**src/rtl/snvfe_pkg.sv**
```systemverilog
// Package: shared constants for the SPI nvSRAM front end
package snvfe_pkg;
  // ==========================================================
  // Opcodes
  localparam logic [7:0] OP_RDSR = 8'h05;
  localparam logic [7:0] OP_WRSR = 8'h01;
  localparam logic [7:0] OP_WREN = 8'h06;
  localparam logic [7:0] OP_WRDI = 8'h04;
  localparam logic [7:0] OP_READ = 8'h03;
  localparam logic [7:0] OP_WRITE = 8'h02;
  localparam logic [7:0] OP_STORE = 8'h3C;
  localparam logic [7:0] OP_RECALL = 8'h60;
  localparam logic [7:0] OP_ASENB = 8'h59;
  localparam logic [7:0] OP_ASDISB = 8'h19;
  localparam logic [7:0] OP_SLEEP = 8'hB9;
  localparam logic [7:0] OP_WRSN = 8'hC2;
  localparam logic [7:0] OP_RDSN = 8'hC3;
  localparam logic [7:0] OP_RDID = 8'h9F;
  // ==========================================================
  // Status register fields
  localparam int ST_BUSY = 0;
  localparam int ST_WEN = 1;
  localparam int ST_BPL = 2;
  localparam int ST_BPH = 3;
  localparam int ST_PPE = 7;
  localparam logic [7:0] ST_NV_MASK = 8'h8C;
  localparam logic [7:0] ST_RESET = 8'h00;
  // ==========================================================
  // Address
  localparam int ADDR_BITS = 13;
  // ==========================================================
  // Timing, clock 10 MHz
  localparam int CLK_NS = 100;
  localparam int POWERUP_RESTORE_TIME_NS = 20000;
  localparam int STANDBY_ENTRY_TIME_NS = 100000;
  localparam int WRITE_FINISH_NS = 25000;
  localparam int SAVE_TIME_NS = 80000;
  localparam int RESTORE_SW_NS = 30000;
  localparam int RESTORE_CYC = (POWERUP_RESTORE_TIME_NS + CLK_NS - 1) / CLK_NS;
  localparam int STANDBY_CYC = (STANDBY_ENTRY_TIME_NS + CLK_NS - 1) / CLK_NS;
  localparam int FINISH_CYC = WRITE_FINISH_NS / CLK_NS;
  localparam int SAVE_CYC = (SAVE_TIME_NS + CLK_NS - 1) / CLK_NS;
  localparam int SWREST_CYC = (RESTORE_SW_NS + CLK_NS - 1) / CLK_NS;
  localparam int HOST_DIV = 4;
endpackage

```
**src/rtl/snvfe_if.sv**
```systemverilog
// Interface: SPI link between master and nvSRAM front end
interface snvfe_if;
  logic sel_n;
  logic sck;
  logic si;
  logic so_o;
  logic so_oe;
  logic so;
  assign so = so_oe ? so_o : 1'b1;
  modport dev (input sel_n, input sck, input si, output so_o, output so_oe);
  modport host (output sel_n, output sck, output si, input so);
endinterface

```
**src/rtl/snvfe_dev.sv**
```systemverilog
// Device end: SPI slave front end of a serial nvSRAM
// Behaviour
// - sample SI on rise, drive SO on fall
// - first byte after select is opcode
// - one opcode per select period
// - master frames each operation with select
// - deselected: ignore SI, SO high impedance
// - all bytes shifted MSB first
// - two address bytes, low 13 used
// - master sends unused address bits zero
// - invalid opcode ignored until next select
// - clock level at select picks mode
// - mode 3 first rise after toggle
// - master idles clock per mode
// - eight-bit status register
// - power-up restore blocks memory access
// - after power-up WEL zero, not held
// - protect bits nonvolatile across power
// - power fail: finish received write only
// - after grace, save if written
// - selected means active power mode
// - standby after delay or NV cycle
// - fourteen opcodes, others invalid
// - busy bit 0 during save, STORE or RECALL, clear during power-up restore
//
// The register addresses and the plain strobed port were chosen for this implementation.
module snvfe_dev
  import snvfe_pkg::*;
#(
  parameter int RESTORE_CYCLES = RESTORE_CYC,
  parameter int STANDBY_CYCLES = STANDBY_CYC,
  parameter int SAVE_CYCLES = SAVE_CYC
) (
  input wire logic clk, // System clock
  input wire logic rst_n, // Async reset, low
  snvfe_if.dev spi, // SPI link
  input wire logic supply_ok, // Supply above threshold
  output logic [7:0] opcode, // Captured opcode
  output logic opcode_valid, // Opcode accepted pulse
  output logic [ADDR_BITS-1:0] mem_addr, // Memory address
  output logic [7:0] wr_data, // Byte to write
  output logic wr_strobe, // Write pulse
  input wire logic [7:0] rd_data, // Read byte from array
  output logic rd_strobe, // Read request pulse
  output logic [7:0] status, // Status register
  output logic mem_blocked, // Memory access inhibited
  output logic active_mode, // Active power mode
  output logic saving // Power-fail save cycle running, not STORE
);
  typedef enum {SN_OP, SN_ADDR, SN_DATA, SN_IGNORE, SN_DONE} snvfe_ph_t;
  typedef enum {SN_RESTORE, SN_RUN, SN_GRACE, SN_SAVE, SN_OFF} snvfe_pw_t;

  // ==========================================================
  // Synchronisers
  logic [1:0] sel_s_q, sck_s_q, si_s_q, sup_s_q;
  logic sel_q, sck_q;
  always_ff @(posedge clk or negedge rst_n) begin
    if (!rst_n) begin
      sel_s_q <= 2'h3;
      sck_s_q <= 2'h0;
      si_s_q <= 2'h0;
      sup_s_q <= 2'h0;
      sel_q <= 1'b1;
      sck_q <= 1'b0;
    end else begin
      sel_s_q <= {sel_s_q[0], spi.sel_n};
      sck_s_q <= {sck_s_q[0], spi.sck};
      si_s_q <= {si_s_q[0], spi.si};
      sup_s_q <= {sup_s_q[0], supply_ok};
      sel_q <= sel_s_q[1];
      sck_q <= sck_s_q[1];
    end
  end
  wire logic sel_n = sel_s_q[1];
  wire logic sck = sck_s_q[1];
  wire logic sup = sup_s_q[1];
  wire logic sel_fall = sel_q && !sel_n;
  wire logic sck_rise = !sck_q && sck && !sel_n;
  wire logic sck_fall = sck_q && !sck && !sel_n;

  // ==========================================================
  // Serial engine state
  snvfe_ph_t ph_q, ph_d;
  logic [2:0] bit_q, bit_d;
  logic [7:0] sh_q, sh_d, tx_q, tx_d, op_q, op_d;
  logic [15:0] addr_q, addr_d;
  logic abyte_q, abyte_d, so_q, so_d, oe_q, oe_d;
  logic wel_q, wel_d, wrote_q, wrote_d, last_q, last_d;
  logic [7:0] nv_q, nv_d;
  logic opv, wrs, rds, sw_save, sw_rest;
  snvfe_pw_t pw_q, pw_d;
  logic [31:0] cnt_q, cnt_d, sb_q, sb_d;
  logic busy, rd_pend_q;

  function automatic logic op_known(input logic [7:0] o);
    unique case (o)
      OP_RDSR, OP_WRSR, OP_WREN, OP_WRDI, OP_READ, OP_WRITE, OP_STORE,
      OP_RECALL, OP_ASENB, OP_ASDISB, OP_SLEEP, OP_WRSN, OP_RDSN,
      OP_RDID: op_known = 1'b1;
      default: op_known = 1'b0;
    endcase
  endfunction

  assign busy = (pw_q == SN_SAVE) || (cnt_q != 0 && pw_q == SN_RUN);
  wire logic [7:0] st = {nv_q[ST_PPE], 3'h0, nv_q[ST_BPH], nv_q[ST_BPL],
    wel_q, busy};
  wire logic live = (pw_q == SN_RUN) && !busy;
  wire logic [7:0] nsh = {sh_q[6:0], si_s_q[1]};

  always_comb begin
    ph_d = ph_q; bit_d = bit_q; sh_d = sh_q; tx_d = tx_q; op_d = op_q;
    addr_d = addr_q; abyte_d = abyte_q; so_d = so_q; oe_d = oe_q;
    wel_d = wel_q; wrote_d = wrote_q; nv_d = nv_q; last_d = 1'b0;
    opv = 1'b0; wrs = 1'b0; rds = 1'b0; sw_save = 1'b0; sw_rest = 1'b0;
    if (sel_n) begin
      oe_d = 1'b0;
      ph_d = SN_DONE;
    end else if (sel_fall) begin
      // Mode is implicit: a high idle clock gives a fall first
      ph_d = SN_OP; bit_d = 3'h0; abyte_d = 1'b0; oe_d = 1'b0;
    end else if (sck_rise) begin
      sh_d = nsh;
      bit_d = bit_q + 3'h1;
      if (bit_q == 3'h7) begin
        unique case (ph_q)
          SN_OP: begin
            op_d = nsh;
            if (!op_known(nsh) || !sup) ph_d = SN_IGNORE;
            else begin
              opv = 1'b1;
              ph_d = SN_DONE;
              unique case (nsh)
                OP_READ, OP_WRITE: ph_d = SN_ADDR;
                OP_RDSR: begin ph_d = SN_DATA; tx_d = st; end
                OP_WRSR: ph_d = SN_DATA;
                OP_WREN: wel_d = 1'b1;
                OP_WRDI: wel_d = 1'b0;
                OP_STORE: sw_save = live;
                OP_RECALL: sw_rest = live;
                default: ph_d = SN_DONE;
              endcase
            end
          end
          SN_ADDR: begin
            addr_d = {addr_q[7:0], nsh};
            abyte_d = 1'b1;
            if (abyte_q) begin
              ph_d = SN_DATA;
              if (op_q == OP_READ) rds = live;
            end
          end
          SN_DATA: begin
            if (op_q == OP_WRITE && wel_q && live) begin
              wrs = 1'b1; wrote_d = 1'b1; last_d = 1'b1;
            end
            if (op_q == OP_WRSR && wel_q) nv_d = nsh & ST_NV_MASK;
            if (op_q == OP_RDSR) tx_d = st;
            if (op_q == OP_READ || op_q == OP_WRITE) begin
              addr_d = {3'h0, addr_q[ADDR_BITS-1:0] + 13'h1};
              if (op_q == OP_READ) rds = live;
            end
          end
          default: ph_d = ph_q;
        endcase
      end
    end else if (sck_fall && ph_q == SN_DATA &&
      (op_q == OP_READ || op_q == OP_RDSR)) begin
      oe_d = 1'b1;
      so_d = tx_q[7];
      tx_d = {tx_q[6:0], 1'b0};
    end
    if (rd_pend_q) tx_d = rd_data;
  end

  always_ff @(posedge clk or negedge rst_n) begin
    if (!rst_n) rd_pend_q <= 1'b0;
    else rd_pend_q <= rds;
  end

  always_ff @(posedge clk or negedge rst_n) begin
    if (!rst_n) begin
      ph_q <= SN_DONE; bit_q <= 3'h0; sh_q <= 8'h00; tx_q <= 8'h00;
      op_q <= 8'h00; addr_q <= 16'h0000; abyte_q <= 1'b0; so_q <= 1'b0;
      oe_q <= 1'b0; wel_q <= 1'b0; wrote_q <= 1'b0; nv_q <= ST_RESET;
      last_q <= 1'b0;
    end else begin
      ph_q <= ph_d; bit_q <= bit_d; sh_q <= sh_d; tx_q <= tx_d;
      op_q <= op_d; addr_q <= addr_d; abyte_q <= abyte_d; so_q <= so_d;
      oe_q <= oe_d; wel_q <= (pw_q == SN_RESTORE) ? 1'b0 : wel_d;
      wrote_q <= (pw_q == SN_SAVE || sw_rest) ? 1'b0 : wrote_d;
      nv_q <= nv_d; last_q <= last_d;
    end
  end

  // ==========================================================
  // Power sequencing
  always_comb begin
    pw_d = pw_q; cnt_d = cnt_q == 0 ? 0 : cnt_q - 1;
    sb_d = sel_n ? (sb_q == 0 ? 0 : sb_q - 1) : STANDBY_CYCLES;
    unique case (pw_q)
      SN_RESTORE: if (cnt_q <= 1) pw_d = SN_RUN;
      SN_RUN: begin
        if (sw_save) cnt_d = SAVE_CYCLES;
        if (sw_rest) cnt_d = SWREST_CYC;
        if (!sup) begin pw_d = SN_GRACE; cnt_d = FINISH_CYC; end
      end
      SN_GRACE: if (cnt_q <= 1) begin
        pw_d = wrote_q ? SN_SAVE : SN_OFF;
        cnt_d = SAVE_CYCLES;
      end
      SN_SAVE: if (cnt_q <= 1) pw_d = SN_OFF;
      SN_OFF: if (sup) begin pw_d = SN_RESTORE; cnt_d = RESTORE_CYCLES; end
    endcase
  end
  always_ff @(posedge clk or negedge rst_n) begin
    if (!rst_n) begin
      pw_q <= SN_RESTORE; cnt_q <= RESTORE_CYCLES; sb_q <= STANDBY_CYCLES;
    end else begin
      pw_q <= pw_d; cnt_q <= cnt_d; sb_q <= sb_d;
    end
  end

  assign spi.so_o = so_q;
  assign spi.so_oe = oe_q && !sel_n;
  assign opcode = op_q;
  assign opcode_valid = opv;
  assign mem_addr = addr_q[ADDR_BITS-1:0];
  assign wr_data = sh_d;
  assign wr_strobe = wrs;
  assign rd_strobe = rds;
  assign status = st;
  assign mem_blocked = !live;
  assign active_mode = !sel_n || sb_q != 0 || busy;
  assign saving = pw_q == SN_SAVE;
endmodule

```
**src/flat_wrapper.sv**
```systemverilog
// flat-port wrapper written by rule: the top's interface ports become plain ports
module snvfe_dev_flat import snvfe_pkg::*;
#(
  parameter int RESTORE_CYCLES = RESTORE_CYC,
  parameter int STANDBY_CYCLES = STANDBY_CYC,
  parameter int SAVE_CYCLES = SAVE_CYC
)
  (clk, rst_n, supply_ok, opcode, opcode_valid, mem_addr, wr_data, wr_strobe, rd_data, rd_strobe, status, mem_blocked, active_mode, saving, spi_sel_n, spi_sck, spi_si, spi_so_o, spi_so_oe);
  snvfe_if spi_i ();
  input wire logic clk;
  input wire logic rst_n;
  input wire logic supply_ok;
  output logic [7:0] opcode;
  output logic opcode_valid;
  output logic [ADDR_BITS-1:0] mem_addr;
  output logic [7:0] wr_data;
  output logic wr_strobe;
  input wire logic [7:0] rd_data;
  output logic rd_strobe;
  output logic [7:0] status;
  output logic mem_blocked;
  output logic active_mode;
  output logic saving;
  input wire logic [$bits(spi_i.sel_n)-1:0] spi_sel_n;
  input wire logic [$bits(spi_i.sck)-1:0] spi_sck;
  input wire logic [$bits(spi_i.si)-1:0] spi_si;
  output wire logic [$bits(spi_i.so_o)-1:0] spi_so_o;
  output wire logic [$bits(spi_i.so_oe)-1:0] spi_so_oe;
  assign spi_i.sel_n = spi_sel_n;
  assign spi_i.sck = spi_sck;
  assign spi_i.si = spi_si;
  assign spi_so_o = spi_i.so_o;
  assign spi_so_oe = spi_i.so_oe;
  snvfe_dev #(.RESTORE_CYCLES(RESTORE_CYCLES), .STANDBY_CYCLES(STANDBY_CYCLES), .SAVE_CYCLES(SAVE_CYCLES)) u_core (.clk(clk), .rst_n(rst_n), .spi(spi_i), .supply_ok(supply_ok), .opcode(opcode), .opcode_valid(opcode_valid), .mem_addr(mem_addr), .wr_data(wr_data), .wr_strobe(wr_strobe), .rd_data(rd_data), .rd_strobe(rd_strobe), .status(status), .mem_blocked(mem_blocked), .active_mode(active_mode), .saving(saving));
endmodule
```
**config.mk**
```make
export PLATFORM = sky130hd
export DESIGN_NAME = snvfe_dev_flat
export DESIGN_NICKNAME = d
export VERILOG_FILES = /design/src/rtl/snvfe_pkg.sv /design/src/rtl/snvfe_if.sv /design/src/rtl/snvfe_dev.sv /design/src/flat_wrapper.sv
export SDC_FILE = /design/constraint.sdc
export NUM_CORES = 1
export LEC_CHECK = 0
export BUFFER_PORTS_ARGS = -buffer_cell sky130_fd_sc_hd__buf_2
export CORE_ASPECT_RATIO = 1.75
export CORE_MARGIN = 5
export CORE_UTILIZATION = 33
export CTS_BUF_LIST = sky130_fd_sc_hd__clkbuf_16
export DETAILED_ROUTE_END_ITERATION = 6
export GPL_TIMING_DRIVEN = 0
export HOLD_SLACK_MARGIN = 0.03
export SETUP_SLACK_MARGIN = 0.2
export SLEW_MARGIN = 20
export SYNTH_ARGS = -nofsm -noshare
export SYNTH_HDL_FRONTEND = slang
export SYNTH_SLANG_ARGS = --single-unit
```
**constraint.sdc**
```tcl
create_clock -name clk -period 5.5 [get_ports clk]
set_clock_uncertainty 0.15 [all_clocks]
set_input_delay 0.825 -clock clk [delete_from_list [all_inputs] [get_ports clk]]
set_output_delay 0.825 -clock clk [all_outputs]
set_load 0.03 [all_outputs]
```
---- After elaboration in Yosys (flattened, before gate mapping) ----
Cells that the tools add are included.
storage, ports and cells
  flip-flop bits (word level) ............. 187
  output and inout port bits .............. 45
  word-level logic and storage cells ...... 248
  input port bits ......................... 14
operators by class
  bitwise logic cells ..................... 3
  magnitude comparators ................... 1
  add/sub/neg operators ................... 4
  muxes and demuxes ....................... 104
  reductions and logical operators ........ 66
  eq/ne operators ......................... 48
operators by type and width
  operator                 count
  $mux W32                 19
  $logic_not A32 Y1        5
  $pmux W32 S5             1
  $eq A32 B2 Y1 const B    4
  $eq A32 B3 Y1 const B    3
  $mux W8                  12
  $pmux W32 S3             1
  $eq A32 B1 Y1 const B    2
  $pmux W32 S2             1
  $reduce_bool A32 Y1      2
  $sub A32 B1 Y32 const B  2
  $mux W1                  61
  $eq A8 B2 Y1 const B     4
  $eq A8 B3 Y1 const B     4
  $eq A8 B8 Y1 const B     4
  $le A32 B1 Y1 const B    1
  $pmux W13 S2             1
  $reduce_bool A2 Y1       11
  $reduce_and A6 Y1        3
  $eq A8 B1 Y1 const B     2
  $eq A8 B7 Y1 const B     2
  $ne A2 B2 Y1 const B     8
  $ne A4 B4 Y1 const B     4
  $pmux W8 S2              1
  26 further kinds         68

---- Longest topological paths before layout ----
  depth in word-level cells ............... 20
  gate-level depth with buffers ........... 9
  gate-level depth less buffers ........... 8

---- Worst setup path before layout ----
OpenSTA, ideal clock, no wires.
  path type ............................... register -> output
  start point ............................. reg u_core.cnt_q[17]
  end point ............................... out wr_strobe
  cell stages (with the launch flop) ...... 6
  data arrival time ....................... 2953 ps
  slack ................................... 1572 ps
  data required time ...................... 4525 ps
  path buffers ............................ 0
  cells stage by stage .................... dfrtp_1 -> or4_4 -> or3_4 -> nor3_4 -> nand4_2 -> nor4_1
between the ends
  longest elaborated chain between the ends .. 12
RTL lines
  element                   line                RTL
  start: declaration        snvfe_dev.sv:92     logic [31:0] cnt_q, cnt_d, sb_q, sb_d;
  start signal: assignment  snvfe_dev.sv:217    pw_q <= SN_RESTORE; cnt_q <= RESTORE_CYCLES; sb_q <= STANDBY_CYCLES;
  start signal: assignment  snvfe_dev.sv:219    pw_q <= pw_d; cnt_q <= cnt_d; sb_q <= sb_d;
  $reduce_bool A32 Y1       snvfe_dev.sv:104    assign busy = (pw_q == SN_SAVE) || (cnt_q != 0 && pw_q == SN_RUN);
  $logic_and A1 B1 Y1       snvfe_dev.sv:104
  $logic_or A1 B1 Y1        snvfe_dev.sv:104
  $logic_not A1 Y1          snvfe_dev.sv:107    wire logic live = (pw_q == SN_RUN) && !busy;
  $logic_and A1 B1 Y1       snvfe_dev.sv:107
  $logic_and A1 B1 Y1       snvfe_dev.sv:153    if (op_q == OP_WRITE && wel_q && live) begin
  $mux W1                   snvfe_dev.sv:153
  $mux W1                   snvfe_dev.sv:125    unique case (ph_q)
  $mux W1                   snvfe_dev.sv:124    if (bit_q == 3'h7) begin
  $mux W1                   snvfe_dev.sv:121    end else if (sck_rise) begin
  $mux W1                   snvfe_dev.sv:118    end else if (sel_fall) begin
  $mux W1                   snvfe_dev.sv:115    if (sel_n) begin
  end: declaration          flat_wrapper.sv:17  output logic wr_strobe;
No other way between the ends.

---- Final worst setup path ----
Same ends and word-level chain as after synthesis.

==> tab_implementation.tex <==
\begin{tabular}{lr}
\hline
Metric & Value \\
\hline
\multicolumn{2}{l}{\textbf{Route}} \\
Met2 routed WL & 8840 um \\
Antenna-violating nets left & 0 \\
DRC violation total after the first TritonRoute iteration & 224 \\
Average routed wire per standard cell & 16.2 um \\
Detailed-routing iteration count for the pre-antenna-repair pass & 4 \\
Met3 WL & 516 um \\
Per-cell via count in the routed design & 5.22 \\
Detailed-route wire length & 16200 um \\
Routed metal-1 wire length & 6110 um \\
Highest metal layer with signal wires & met4 \\
DRC violations left & 0 \\
Total number of vias & 5213 \\
\multicolumn{2}{l}{\textbf{Final layout}} \\
Core occupancy in the finished layout & 39.8\% \\
Syn-to-layout area delta & 18.9\% \\
Final net count & 762 \\
Fraction of final layout cells with drive strength greater than 1 & 21.0\% \\
Diodes inserted & 0 \\
\multicolumn{2}{l}{\textbf{Placed design}} \\
Setup Slack @ Placement & 1.63 ns \\
Half-perimeter wire length after detailed placement & 11900 um \\
IO Port Bufs & 55 \\
Final RePlAce weighted congestion & 0.863 \\
\multicolumn{2}{l}{\textbf{Logic synthesis}} \\
Cell area after synthesis & 0.00661 mm2 \\
Largest cells by area after synthesis & dfrtp\_1, xnor2\_1, dfstp\_2, nor2\_1, mux2\_2 \\
Syn Inst Count & 663 \\
Share of async-settable or async-resettable flops after synthesis & 100\% \\
Sequential-to-total area share from yosys stat & 49.1\% \\
Count of different cell masters after synthesis & 70 \\
Yosys reg bits & 129 \\
Library cell with the largest summed area after synthesis & dfrtp\_1 \\
Mapped Avg Cell Area & 9.97 um2 \\
Yosys warnings & 0 \\
Share of Yosys cell area claimed by the top area cell type & 43.9\% \\
Main synth FF type & dfrtp\_1 \\
Count of flip-flops with a built-in enable after synthesis & 0 \\
\multicolumn{2}{l}{\textbf{Outcome}} \\
Status & completed \\
\multicolumn{2}{l}{\textbf{STA}} \\
RSZ-0062 raised after global routing & no \\
Tmin final & 4.29 ns \\
Finish-stage setup viols & 0 \\
Final period util & 78.0\% \\
Max\_slew headroom & 51.3\% \\
Number of hold violations in the final report & 0 \\
Maximum clock frequency & 233 MHz \\
Max Slew Vio Count & 0 \\
Setup slack after layout & 1.21 ns \\
TNS Setup & 0 ns \\
Transition time of the tightest slew-check pin & 0.724 ns \\
\multicolumn{2}{l}{\textbf{Die}} \\
Count of pins on the block boundary & 59 \\
Std-Cell Rows & 68 \\
Die Area & 0.0231 mm2 \\
Overall die width & 117 um \\
Chip Height & 197 um \\
Core footprint & 0.0197 mm2 \\
Starting Density & 33.5\% \\
\multicolumn{2}{l}{\textbf{Pwr}} \\
Combinational share of power & 21.1\% \\
Power per standard cell area & 387 mW/mm2 \\
Internal power contribution & 2.11 mW \\
Worst IR drop on VDD & 265 uV \\
Net switching power of the design & 937 uW \\
Share of total power in the clock network & 38.9\% \\
Net switching fraction of the power & 30.8\% \\
Static Leak & 3.49 nW \\
Reg power frac & 40.0\% \\
\multicolumn{2}{l}{\textbf{Global routing}} \\
Global-route wire length before repair & 27800 um \\
Via count of the first global-routing pass & 5603 \\
Largest net degree at the start of global routing & 71 \\
Overall fraction of global-route tracks in use & 15.1\% \\
Remaining global-route overflow & 0 \\
Initial antenna violation count & 0 \\
\multicolumn{2}{l}{\textbf{Worst setup path}} \\
Cell-by-cell trace of the critical path & or4\_4 -> or3\_4 -> nor3\_4 -> nand4\_2 -> nor4\_1 -> buf\_2 \\
Type of origin of the critical path & flip-flop \\
Crit path buf inv count & 1 \\
Setup crit start & u\_core.cnt\_q[17]\$\_DFF\_PN0\_ \\
Worst setup path category & flip-flop to output pin \\
Setup slack of the worst register-to-register path & 2.45 ns \\
Arrival time of data at the critical path endpoint & 3.31 ns \\
Endpoint of the lowest-slack register-to-register path & u\_core.sb\_q[25]\$\_DFF\_PN0\_ \\
Delay of the slowest cell on the worst path & 0.71 ns \\
Number of cells on the worst reg-to-reg path & 8 \\
Worst Path Required & 4.53 ns \\
Family with the most delay on the worst path & simple AND/OR/NAND/NOR gates \\
R2r startpoint & u\_core.sb\_q[21]\$\_DFF\_PN0\_ \\
Largest driver fanout on the critical path & 5 \\
Critical-path cell with the highest stage delay & nor4\_1 \\
Critical path endpoint category & output pin \\
\multicolumn{2}{l}{\textbf{Clock tree}} \\
Number of levels the H-tree was split into & 4 \\
Clock tree from TritonCTS & built \\
Max Buffers Root-to-Sink & 2 \\
Clock latency on the worst-skew pair & 0.42 ns \\
Clk slew on worst S/H paths & 0.06 ns \\
CTS root buf & clkbuf\_16 \\
Hold-fix buffer count after cts & 0 \\
CTS-repair resized insts & 0 \\
Setup fix buffers added after clock tree synthesis & 0 \\
Clock sinks & 129 \\
Number of clock buffers inserted by TritonCTS & 17 \\
\multicolumn{2}{l}{\textbf{Hold path}} \\
Type of the most critical hold path & input port to asynchronous set/reset pin \\
\multicolumn{2}{l}{\textbf{Run}} \\
Max-capacitance violation count & 0 \\
\hline
\end{tabular}
-- through the flow --
stage / power [mW] / hold slack [ns] / cells / cell area (um2)
final: 3.05 / 0.188 / 998 / 7860
after global routing: 3.22 / 0.200 / 998 / 7860
after CTS: 3.08 / 0.198 / 998 / 7860
after detailed placement: 1.88 / 0.186 / 966 / 7240
after global placement: 1.86 / 0.187 / 965 / 7200
after floorplan: 1.70 / 0.181 / 665 / 6620
-- power by group through the flow --
stage               sequential, mW  combinational [mW]  clock [mW]
CTS                           1.22               0.650        1.21
detailed placement            1.23               0.643           0
global route                  1.24               0.728        1.25
floorplan                     1.19               0.508           0
global placement              1.23               0.631           0
finish                        1.22               0.644        1.18
-- Yosys cell counts (3+ instances only) --
library cell,count
xor2_1,16
nand2b_1,3
mux2i_1,7
nand4_1,7
nand3b_1,7
mux2_2,28
nand2_1,49
ha_1,8
clkbuf_1,23
a2bb2oi_1,3
o21ai_0,34
or2_1,3
nor4_2,3
nor2b_1,6
a31oi_1,3
dfrtp_1,116
nand3_1,16
a21oi_1,34
a21o_1,3
and3_1,4
buf_2,5
nor2_1,86
and2_1,4
o2111ai_1,3
or3_1,7
dfstp_2,13
inv_1,11
or4_1,13
buf_4,7
xnor2_1,40
or2_2,3
nor3_1,27
o22ai_1,7
nor4_1,16
-- layout by cell type (no fill, tap or decap), drive strengths merged, types with 9 or more instances in the layout --
master | Yosys | layout
nor4 | 19 | 19
xnor2 | 40 | 40
a21oi | 34 | 34
or3 | 9 | 9
inv | 11 | 14
clkbuf | 23 | 40
nand2 | 50 | 50
xor2 | 16 | 16
buf | 12 | 68
nand3 | 16 | 16
nor3 | 29 | 29
dfrtp | 116 | 116
dfstp | 13 | 13
nor2 | 86 | 86
or4 | 15 | 15
o21ai | 36 | 36
mux2 | 28 | 28
-- routing by layer --
metal	track usage, %	vias up
li1	-	2524
met1	16.3	2515
met2	26.8	129
met3	3.00	45
met4	8.46	0
met5	0	-
-- layout make-up --
cell class / count / area (um2)
sequential: 129 / 3240
inverter: 11 / 41.3
clock inverter: 15 / 195
buffer: 35 / 164
clock buffer: 17 / 425
fill: 1989 / 11900
timing repair buffer: 56 / 313
multi-input combinational: 490 / 3170
tap: 245 / 307
-- registers in the layout, indices dropped and copies added (netlist names), 3 cells and up --
signal         count
u_core.addr_q     13
u_core.bit_q       3
u_core.cnt_q      32
u_core.nv_q        3
u_core.opcode      8
u_core.ph_q        3
u_core.pw_q        3
u_core.sb_q       32
u_core.sh_q        8
u_core.tx_q        8
-- worst max path at each step --
stage | slack, ns | cells past startpoint | to
floorplan | 1.57 | 5 | wr_strobe
global placement | 1.59 | 1 | u_core.sb_q[14]$_DFF_PN0_
detailed placement | 1.63 | 6 | wr_strobe
CTS | 1.21 | 6 | wr_strobe
global route | 1.06 | 6 | wr_strobe
finish | 1.21 | 6 | wr_strobe
-- kinds of logic after synthesis --
family,share of synthesized area (%)
simple gates,22.3
flops,49.1
compound gates,10.7
xor+xnor,7.42
buf+inv,3.10
mux,5.83
fa+ha+maj,1.51
other cells,0.0567
(Power assumes the default switching activity.)
